`src/inc/rbwm_pkg.sv`:
```
// Constants for the ROM bank window mapper.
// Assumes a 16-bit CPU address space and a flash array addressed by byte.
package rbwm_pkg;
  localparam logic [15:0] SEL_ADDR = 16'hFFF3; // Bank select register address
  localparam logic [7:0] SEL_RESET = 8'h00; // Select value after reset
  localparam int CODE_W = 3; // Width of the bank code field
  localparam int CODE_LSB = 0; // Position of the bank code field
  localparam logic [15:0] WIN_LO = 16'h8000; // First window address
  localparam logic [15:0] WIN_HI = 16'hBFFF; // Last window address
  localparam logic [15:0] COMMON_HI = 16'h7FFF; // Last common area address
  localparam int FLASH_AW = 17; // Flash byte address width
  localparam logic [16:0] COMMON_SIZE = 17'h08000; // 32 K common area
  localparam logic [16:0] BANK_SIZE = 17'h04000; // 16 K per bank
  localparam int NUM_BANKS_LARGE = 6; // Banks on the larger variant
  localparam int NUM_BANKS_SMALL = 4; // Banks on the smaller variant
endpackage

```
`src/inc/rbwm_map_if.sv`:
```
// Carrier between the mapper top and its address decoder.
// Assumes both ends sit in the mclk domain.
`timescale 1ns/1ps
interface rbwm_map_if;
  logic [15:0] addr; // CPU address to decode
  logic [rbwm_pkg::CODE_W-1:0] code; // Current bank code
  logic [rbwm_pkg::FLASH_AW-1:0] flash_off; // Resulting flash offset
  logic in_common; // Address in common area
  logic in_window; // Address in bank window
  logic code_ok; // Code names an existing bank
  modport top (output addr, output code, input flash_off, input in_common, input in_window, input code_ok);
  modport dec (input addr, input code, output flash_off, output in_common, output in_window, output code_ok);
endinterface

```
`src/rtl/rbwm_top.sv`:
```
// ROM bank window mapper: bank select register and flash address routing.
// Assumes CPU address and register strobes are synchronous to mclk.
`timescale 1ns/1ps

module rbwm_top #(
  parameter int NUM_BANKS = rbwm_pkg::NUM_BANKS_LARGE // 6 large, 4 small
) (
  input wire logic mclk, // System clock, 100 MHz
  input wire logic nrst, // Async reset, active low
  input wire logic cpu_req, // CPU fetch or data access valid
  input wire logic [15:0] cpu_addr, // CPU fetch or data address
  input wire logic sfr_wr, // Register write strobe
  input wire logic sfr_rd, // Register read strobe
  input wire logic [15:0] sfr_addr, // Register address
  input wire logic [7:0] sfr_wdata, // Register write data
  output logic [7:0] sfr_rdata, // Register read data
  output logic flash_sel, // Flash access valid
  output logic [rbwm_pkg::FLASH_AW-1:0] flash_addr, // Flash byte address
  output logic code_bad // Prohibited bank code held
);
  // All mapper state lives in one record, cleared as a whole by reset
  // Code, read data and flash outputs share one register stage
  typedef struct packed {
    logic [rbwm_pkg::CODE_W-1:0] code;
    logic [7:0] rdata;
    logic [rbwm_pkg::FLASH_AW-1:0] faddr;
    logic fsel;
    logic bad;
  } rbwm_state_type;

  rbwm_state_type st_q;
  rbwm_state_type st_d;
  rbwm_map_if map_if ();
  logic sel_hit_wr;
  logic sel_hit_rd;

  // Decoder sees the live address and current code
  // Decode is purely combinational; its result is registered below
  // so flash outputs follow a request by exactly one cycle
  assign map_if.addr = cpu_addr;
  assign map_if.code = st_q.code;

  rbwm_decode #(
    .NUM_BANKS(NUM_BANKS)
  ) u_decode (
    .m(map_if)
  );

  // Strobes to other addresses belong to other registers and are dropped
  // Register address match
  // register address decode
  assign sel_hit_wr = sfr_wr && (sfr_addr == rbwm_pkg::SEL_ADDR);
  assign sel_hit_rd = sfr_rd && (sfr_addr == rbwm_pkg::SEL_ADDR);

  // Next state
  always_comb begin
    st_d = st_q;
    if (sel_hit_wr) begin
      st_d.code = sfr_wdata[rbwm_pkg::CODE_LSB +: rbwm_pkg::CODE_W];
    end
    // Read data is a one-cycle pulse; a read beside a write sees the old code
    // upper bits read zero
    st_d.rdata = 8'h00;
    if (sel_hit_rd) begin
      st_d.rdata[rbwm_pkg::CODE_LSB +: rbwm_pkg::CODE_W] = st_q.code;
    end
    st_d.fsel = cpu_req && (map_if.in_common || (map_if.in_window && map_if.code_ok));
    // Address holds between requests so the flash side sees no churn
    st_d.faddr = st_q.faddr;
    if (cpu_req) begin
      st_d.faddr = map_if.flash_off;
    end
    // Flag lags the code by one cycle; absent banks never reach flash
    st_d.bad = !map_if.code_ok;
  end

  // State register
  // Reset branch loads constants only
  // reset clears select
  always_ff @(posedge mclk or negedge nrst) begin
    if (!nrst) begin
      st_q.code <= rbwm_pkg::SEL_RESET[rbwm_pkg::CODE_W-1:0];
      st_q.rdata <= 8'h00;
      st_q.faddr <= '0;
      st_q.fsel <= 1'b0;
      st_q.bad <= 1'b0;
    end else begin
      st_q <= st_d;
    end
  end

  // Outputs from flops
  // Every data output comes straight from a flop, no logic after it
  assign sfr_rdata = st_q.rdata;
  assign flash_sel = st_q.fsel;
  assign flash_addr = st_q.faddr;
  assign code_bad = st_q.bad;

  // Checks below are idle while reset is held; expectations use literals
  // Write stores the low three bits
  a_code_write: assert property (@(posedge mclk) disable iff (!nrst)
    sel_hit_wr |=> st_q.code == $past(sfr_wdata[2:0]))
    else $error("bank code not taken from write");

  // Without a write the code holds
  a_code_hold: assert property (@(posedge mclk) disable iff (!nrst)
    !sel_hit_wr |=> $stable(st_q.code))
    else $error("bank code changed without write");

  // Code is zero right after reset
  a_reset_zero: assert property (@(posedge mclk) disable iff (!nrst)
    $rose(nrst) |-> st_q.code == 3'h0)
    else $error("bank code not cleared by reset");

  // Read returns code with zero upper bits
  a_read_value: assert property (@(posedge mclk) disable iff (!nrst)
    sel_hit_rd |=> sfr_rdata == {5'h00, $past(st_q.code)})
    else $error("register read value wrong");

  // Window access lands in the selected bank
  a_window_route: assert property (@(posedge mclk) disable iff (!nrst)
    (cpu_req && cpu_addr >= 16'h8000 && cpu_addr <= 16'hBFFF) |=>
    flash_addr == 17'h08000 + 17'($past(st_q.code)) * 17'h04000 + 17'($past(cpu_addr) - 16'h8000))
    else $error("window address mapped wrongly");

  // Common area ignores the code
  a_common_route: assert property (@(posedge mclk) disable iff (!nrst)
    (cpu_req && cpu_addr < 16'h8000) |=> flash_sel && flash_addr == 17'($past(cpu_addr)))
    else $error("common address mapped wrongly");

  // No flash access above the window
  a_outside_idle: assert property (@(posedge mclk) disable iff (!nrst)
    (cpu_req && cpu_addr > 16'hBFFF) |=> !flash_sel)
    else $error("flash selected above window");

  // Only present banks are reached
  a_bank_present: assert property (@(posedge mclk) disable iff (!nrst)
    (cpu_req && cpu_addr >= 16'h8000 && cpu_addr <= 16'hBFFF) |=>
    flash_sel == (32'($past(st_q.code)) < NUM_BANKS))
    else $error("absent bank reached");

  // Flag follows code legality
  a_bad_flag: assert property (@(posedge mclk) disable iff (!nrst)
    sel_hit_wr |=> ##1 code_bad == (32'($past(st_q.code)) >= NUM_BANKS))
    else $error("prohibited code flag wrong");

  // No read strobe gives zero on the read bus
  a_read_idle: assert property (@(posedge mclk) disable iff (!nrst)
    !sel_hit_rd |=> sfr_rdata == 8'h00)
    else $error("read data not zero when idle");

  // Upper register bits never read as one
  a_upper_zero: assert property (@(posedge mclk) disable iff (!nrst)
    sfr_rdata[7:3] == 5'h00)
    else $error("upper select bits read as one");

  // Writes to other addresses leave the code alone
  a_other_addr: assert property (@(posedge mclk) disable iff (!nrst)
    (sfr_wr && sfr_addr != 16'hFFF3) |=> $stable(st_q.code))
    else $error("foreign write changed bank code");

  // Flash address holds between requests
  a_addr_hold: assert property (@(posedge mclk) disable iff (!nrst)
    !cpu_req |=> $stable(flash_addr))
    else $error("flash address moved without request");

  // No request, no flash access
  a_idle_nosel: assert property (@(posedge mclk) disable iff (!nrst)
    !cpu_req |=> !flash_sel)
    else $error("flash selected without request");

  // Flash access only follows a request
  a_sel_needs_req: assert property (@(posedge mclk) disable iff (!nrst)
    flash_sel |-> $past(cpu_req))
    else $error("flash select without prior request");

  // Window access to a present bank reaches flash
  a_window_fsel: assert property (@(posedge mclk) disable iff (!nrst)
    (cpu_req && cpu_addr >= 16'h8000 && cpu_addr <= 16'hBFFF && 32'(st_q.code) < NUM_BANKS) |=>
    flash_sel)
    else $error("present bank not selected");

  // Offset within the window passes straight through
  a_window_offset: assert property (@(posedge mclk) disable iff (!nrst)
    (cpu_req && cpu_addr >= 16'h8000 && cpu_addr <= 16'hBFFF) |=>
    flash_addr[13:0] == $past(cpu_addr[13:0]))
    else $error("window offset bits altered");

  // Outputs idle on the first edge after reset
  a_reset_outputs: assert property (@(posedge mclk) disable iff (!nrst)
    $rose(nrst) |-> !flash_sel && !code_bad && sfr_rdata == 8'h00)
    else $error("outputs not idle after reset");

  // Bank number plus two appears in binary above the offset
  a_code_binary: assert property (@(posedge mclk) disable iff (!nrst)
    (cpu_req && cpu_addr >= 16'h8000 && cpu_addr <= 16'hBFFF && 32'(st_q.code) < NUM_BANKS) |=>
    flash_addr[16:14] == 3'($past(st_q.code) + 3'h2))
    else $error("bank number bits wrong");

  // Flag changes only two edges after a register write
  a_bad_cause: assert property (@(posedge mclk) disable iff (!nrst)
    $changed(code_bad) |-> $past(sel_hit_wr, 2))
    else $error("prohibited code flag moved without write");

  // Addresses above the window still update the flash address
  a_above_addr: assert property (@(posedge mclk) disable iff (!nrst)
    (cpu_req && cpu_addr > 16'hBFFF) |=> flash_addr == 17'($past(cpu_addr)))
    else $error("address above window not passed");

  // Common area always reaches flash
  a_common_sel: assert property (@(posedge mclk) disable iff (!nrst)
    (cpu_req && cpu_addr <= 16'h7FFF) |=> flash_sel)
    else $error("common area not selected");
endmodule // rbwm_top

```
`src/rtl/rbwm_decode.sv`:
```
// Combinational address decoder for the bank window.
// Assumes the bank code is held stable by the caller.
`timescale 1ns/1ps
module rbwm_decode #(
  parameter int NUM_BANKS = rbwm_pkg::NUM_BANKS_LARGE // Banks present
) (
  rbwm_map_if.dec m // Decode request and result
);
  logic [rbwm_pkg::FLASH_AW-1:0] bank_base;
  logic [rbwm_pkg::FLASH_AW-1:0] win_off;

  // Window base is 32 K plus bank times 16 K
  // window offset math
  always_comb begin
    bank_base = rbwm_pkg::COMMON_SIZE + rbwm_pkg::FLASH_AW'(m.code) * rbwm_pkg::BANK_SIZE;
    win_off = rbwm_pkg::FLASH_AW'(m.addr - rbwm_pkg::WIN_LO);
  end

  // Region and code legality
  // binary code decode
  assign m.in_common = (m.addr <= rbwm_pkg::COMMON_HI);
  assign m.in_window = (m.addr >= rbwm_pkg::WIN_LO) && (m.addr <= rbwm_pkg::WIN_HI);
  assign m.code_ok = (32'(m.code) < NUM_BANKS);
  assign m.flash_off = m.in_window ? (bank_base + win_off) : rbwm_pkg::FLASH_AW'(m.addr);
endmodule // rbwm_decode

```
`config.mk`:
```
export PLATFORM = sky130hd
export DESIGN_NAME = rbwm_top
export DESIGN_NICKNAME = d
export VERILOG_FILES = /design/src/inc/rbwm_pkg.sv /design/src/inc/rbwm_map_if.sv /design/src/rtl/rbwm_top.sv /design/src/rtl/rbwm_decode.sv
export SDC_FILE = /design/constraint.sdc
export NUM_CORES = 1
export LEC_CHECK = 0
export BUFFER_PORTS_ARGS = -buffer_cell sky130_fd_sc_hd__buf_2
export CAP_MARGIN = 10
export CORE_UTILIZATION = 40
export CTS_CLUSTER_SIZE = 24
export DETAILED_ROUTE_END_ITERATION = 8
export GPL_ROUTABILITY_DRIVEN = 0
export PLACE_DENSITY = 0.78
export SLEW_MARGIN = 20
export SYNTH_ARGS = -nofsm -noshare
export SYNTH_HDL_FRONTEND = slang
export SYNTH_SLANG_ARGS = --single-unit
```
`constraint.sdc`:
```
create_clock -name mclk -period 1.95 [get_ports mclk]
set_input_delay 0.39 -clock mclk [delete_from_list [all_inputs] [get_ports mclk]]
set_output_delay 0.39 -clock mclk [all_outputs]
set_load 0.02 [all_outputs]
```
==> reports/results.txt, run 1 <==
CTS tree = done
Total Nets Final = 185
# setup viols final = 0
ANT cells = 0
Final Hold Fails = 0
Htree depth = 1
Seq pwr share = 58.3%
Fillers = 223
Crit end category = flop
Power Total = 973 uW
Initial detailed-routing violation count = 6
Post-CTS setup buffers = 0
Maxcap violations = 0
P&R area growth vs syn = 32.5%
Drc violations = 0
Pin count of the biggest net entering global routing = 26
Setup TNS = 0 ps
Die Area = 0.00280 mm2
Clock latency on the worst-skew pair = 310 ps
Hold WC Path Type = primary input to async pin
Worst Path Required = 2130 ps
RSZ-0062 raised after global routing = false
PostCTS Resize Cnt = 0
Logic pwr share = 19.1%
Clock-pin slew on the worst setup and hold paths = 130 ps
Std-Cell Rows = 18
Sequential area share after synthesis = 60.2%
Synthesized flop and latch total = 25
Slew Limit Headroom = 65.5%
CP Max Fanout = 3
Period utilization = 75.3%
Initial DRT Pass Iterations = 3
Die W = 53.0 um
Via count = 820
Slew Limit Fails = 0
All-Layer GR Usage = 14.7%
Dpl hpwl = 1.61 mm
Share of cells above drive strength 1 = 56.9%
Vias in the first global route = 749
Final worst path period need = 1470 ps
Max Freq = 0.681 GHz
Unique masters post-synth = 21
Worst VDD drop = 0.403 mV
Maximum clock insertion buffer count = 2
DR WL/cell = 11.6 um
Initial Utilization = 42.3%
Clk_skew = 9.45 ps
Most common cell after layout, fill and taps aside = buf_2
Lkg Pwr = 0.737 nW
Most frequent cells in the layout = buf_2 (61), dfrtp_1 (25), mux2_2 (14)
Int Power = 713 uW
YS warnings = 0
Switching Fraction = 26.7%
IO Port Bufs = 61
Crit path launch type = flop
Clock share of power = 22.6%
Post-Syn Area = 0.00104 mm2
P per Cell Area = 707 mW/mm2
Worst-Margin Slew = 518 ps
CORE AREA = 0.00245 mm2
First-pass GRT wire length = 2.92 mm
Syn avg cell area = 13.8 um2
Total grt overflow = 0
Worst path arrival time = 1650 ps
Clk root buf = clkbuf_4
Initial antenna violation count = 0
Post-route ant nets = 0
WS Path Type = flop to flop
Sw power = 260 uW
CTS buffer count = 3
Sink Count = 25
Synth Instances = 75
Via/cell ratio = 4.91
Wirelength, routed = 1.94 mm
Run status = completed
# hold bufs at CTS = 0
Die outline height = 53.0 um
Top Ports = 72
==> worst paths after layout <==
kind | to | depth (start not counted) | slack [ps] | from
max | flash_addr[15] | 4 | 480 | map_if.code[0]
min | flash_addr[13] | 1 | 30 | nrst
max reg2reg | flash_addr[15] | 4 | 480 | map_if.code[0]
min reg2reg | flash_addr[3] | 1 | 520 | flash_addr[3]
max in group asynchronous | map_if.code[2] | 1 | 1570 | nrst
min in group mclk | map_if.code[1] | 2 | 280 | sfr_wdata[1]
==> routing by layer <==
layer | track usage (%) | up-vias | share of wire (%)
met3 | 2.59 | 4 | 11
met5 | 0 | - | 0
met4 | 6.58 | 0 | 1.8
met2 | 28.9 | 54 | 51
met1 | 14.8 | 385 | 36
li1 | - | 377 | -
==> synthesized netlist by cell type <==
cell type  number  area share [%]
nand4_1         2             1.2
inv_1           2            0.72
and2_1          2             1.2
o211ai_1        1            0.72
clkbuf_1        1            0.36
conb_1          1            0.36
nor4_1          2             1.2
buf_4           5             3.6
fa_1            1             1.9
nand2_1         1            0.36
nand4b_1        3             2.5
buf_2           1            0.48
xor2_1          1            0.84
and3_1          3             1.8
mux2_1          3             3.3
mux2_2         14              15
a21oi_1         2            0.96
o21ai_0         3             1.4
nor2_1          1            0.36
dfrtp_1        25              60
ha_1            1             1.2
==> power groups by stage <==
stage	combinational, mW	clock, mW	sequential [mW]
final	0.186	0.220	0.568
after global placement	0.184	0	0.575
after detailed placement	0.190	0	0.579
after global routing	0.205	0.250	0.572
after floorplan	0.0607	0	0.622
after CTS	0.190	0.231	0.568
==> registers in the layout, indices dropped and copies added (netlist names) <==
register	count
sfr_rdata	3
map_if.code	3
flash_sel	1
code_bad	1
flash_addr	17
==> logic make-up (layout without fill, tap and decap cells) <==
group | count (synthesis) | count (layout) | share of synthesized area, %
simple gates | 14 | 14 | 8.67
mux | 17 | 17 | 18.4
xor+xnor | 1 | 1 | 0.844
compound gates | 6 | 6 | 3.13
fa+ha+maj | 2 | 2 | 3.13
flops | 25 | 25 | 60.2
other cells | 1 | 5 | 0.361
buf+inv | 9 | 67 | 5.18
==> final cells by class <==
| class | count | area [um2] | share of cell area (%) |
|---|---|---|---|
| Tap cell | 30 | 37.5 | 2.73 |
| Sequential cell | 25 | 626 | 45.5 |
| Timing Repair Buffer | 61 | 305 | 22.2 |
| Multi-Input combinational cell | 45 | 374 | 27.2 |
| Inverter | 2 | 7.51 | 0.545 |
| Clock buffer | 4 | 26.3 | 1.91 |
==> critical path, stage by stage (launching register included) <==
cell and delay [ps]:
dfrtp_1 430, ha_1 200, fa_1 430, o211ai_1 170
o21ai_0 110
==> per-stage QoR <==
stage	area (um2)	util, %	setup slack, ps	std cells	hold slack [ps]
6_report	1380	56.1	482	167	31.2
5_1_grt	1380	56.1	420	167	76.0
4_1_cts	1380	56.1	460	167	45.1
3_5_place_dp	1350	55.0	350	163	402
3_3_place_gp	1350	55.0	386	163	388
2_1_floorplan	1050	-	560	79	94.4
Power figures use the tool's default switching activity.
==> run 2: changes to the inputs <==
CORE_UTILIZATION = 36   (was 40)
PLACE_DENSITY = 0.74   (was 0.78)
clock period = 1.25 ns   (was 1.95 ns; I/O delays follow)
==> run 2 against run 1 <==
Effect of this change:
- the run now ends with negative setup slack left
- clock skew down 8.7 ps
- largest power group unchanged
- count of clock-buffer cells in the layout stayed put
- maximum frequency is 8.2% higher
- sequential power grew 56%
- sequential cell count unchanged
- final cell count grew 4.8%
- die area rose by 11%
- first-iteration DRC count rose by 83%
- routed wire length up 4.1%
- critical path type unchanged
- utilization decreased by 3.5 points
- total power is 55% higher
- non-clock buffer count rose by 7
==> reports/results.txt, run 2 (synthesized netlist as in run 1, its figures left out) <==
Via count = 818 (-0.24%)
Top Layer Used = met4
Most common cell after layout, fill and taps aside = buf_2
CTS buffer count = 3 (unchanged)
Wire length on met1 = 773 um (+10%)
P&R area growth vs syn = 38.4%
RSZ-0062 raised after global routing = true
CORE AREA = 0.00273 mm2 (+11%)
Initial DRT Pass Iterations = 4 (+1)
Most frequent cells in the layout = buf_2 (61), dfrtp_1 (25), mux2_2 (14)
Hold WC Path Type = primary input to flop
Post-route ant nets = 0 (unchanged)
Crit end category = flop
Slew Limit Fails = 0 (unchanged)
Top Ports = 72 (unchanged)
Htree depth = 1 (unchanged)
Lkg Pwr = 0.767 nW (+4.0%)
Met3 wire len = 139 um (-35%)
Max Freq = 0.737 GHz (+8.2%)
Die Area = 0.00310 mm2 (+11%)
P per Cell Area = 1050 mW/mm2 (+49%)
Maximum clock insertion buffer count = 2 (unchanged)
All-Layer GR Usage = 14.5% (-0.22 points)
Initial detailed-routing violation count = 11 (+5)
CP Max Fanout = 2 (-1)
Worst R2R Path Depth = 4 (unchanged)
Clock latency on the worst-skew pair = 290 ps (-20 ps)
Worst-Margin Slew = 524 ps (+6.08 ps)
Dpl hpwl = 1.68 mm (+4.5%)
Total Nets Final = 192 (+3.8%)
# setup viols final = 2 (+2)
Crit path launch type = flop
Final worst path period need = 1360 ps (-112 ps)
Fillers = 255 (+14%)
DR WL/cell = 11.5 um (-0.64%)
Met2 wire length = 1.10 mm (+11%)
Share of cells above drive strength 1 = 59.7% (+2.8 points)
CTS tree = done
Worst path arrival time = 1540 ps (-110 ps)
Die outline height = 55.7 um (+5.2%)
Clock-pin slew on the worst setup and hold paths = 120 ps (about the same)
Drc violations = 0 (unchanged)
IO Port Bufs = 61 (unchanged)
Pin count of the biggest net entering global routing = 26 (unchanged)
Hold depth = 2
Sink Count = 25 (unchanged)
Final Hold Fails = 0 (unchanged)
Wirelength, routed = 2.02 mm (+4.1%)
Max FFs per register = 17 (unchanged)
Clk_skew = 0.704 ps (-8.75 ps)
Dpl cell area = 0.00140 mm2 (+3.8%)
Maxcap violations = 0 (unchanged)
WS Path Type = flop to flop
ANT cells = 0 (unchanged)
Std-Cell Rows = 19 (+1)
Post-Place Worst Slack = -166 ps (-516 ps)
Final Util = 52.6% (-3.5 points)
Vias in the first global route = 846 (+13%)
Total grt overflow = 0 (unchanged)
Post-route insts no fill = 175 (+4.8%)
Final Cell Area = 0.00144 mm2 (+4.5%)
Die W = 55.7 um (+5.2%)
Failing checks = negative setup slack
Flop2flop setup slack = -110 ps (-590 ps)
Power Total = 1.51 mW (+55%)
Worst VDD drop = 0.676 mV (+68%)
Min Hold Slack = 160 ps (+129 ps)
Placed cell count = 170 (+4.3%)
Setup TNS = -182 ps (-182 ps)
Initial Utilization = 38.0% (-4.3 points)
Post-CTS setup buffers = 0 (unchanged)
Worst Path Required = 1440 ps (-690 ps)
Run status = finished, violations left
Slew Limit Headroom = 65.1% (-0.41 points)
First-pass GRT wire length = 3.57 mm (+22%)
Clk root buf = clkbuf_4
Via/cell ratio = 4.67 (-4.8%)
Initial antenna violation count = 0 (unchanged)
Period utilization = 109% (+33 points)
Final WS setup = -107 ps (-588 ps)
[run 2: cell type report]
cell class,instances,area (um2),share of cell area (%)
flip-flops and latches,25,626,43.5
clock buffers,4,26.3,1.83
inverters,2,7.51,0.522
repair buffers,68,360,25.1
well taps,31,38.8,2.70
multi-input cells,45,379,26.4
[run 2: where the power goes]
group / total (mW) / internal [mW] / leakage (nW) / switching (mW)
combinational: 0.302 / 0.136 / 0.441 / 0.166
sequential: 0.884 / 0.861 / 0.311 / 0.0231
clock: 0.324 / 0.124 / 0.0150 / 0.200
[run 2: what timing repair did]
| item | CTS | global route |
|---|---|---|
| pin swaps | 2 | 1 |
| resized for setup | 2 | 0 |
| hold buffers | 1 | 0 |
| endpoints found under the hold margin | 25 | 0 |
| endpoints found under the setup margin | 2 | 2 |
[run 2: layer usage]
layer  track usage (%)  vias to the layer above
met4              4.29                        0
met2              27.2                       30
met5                 0                        -
met1              16.6                      390
met3              2.79                        2
li1                  -                      396
[run 2: worst max-delay path: stages, from the launching register on]
cell,delay [ps]
dfrtp_1,400
ha_2,180
fa_2,410
o211ai_1,160
o21ai_1,90
[run 2: path summary, 6_finish.rpt]
kind / start / to
setup / recovery: map_if.code[0] / flash_addr[15]
hold / removal: sfr_wdata[0] / map_if.code[0]
setup reg to reg: map_if.code[0] / flash_addr[15]
hold reg to reg: flash_addr[3] / flash_addr[3]
max in group asynchronous: nrst / sfr_rdata[0]
min in group asynchronous: nrst / flash_addr[1]
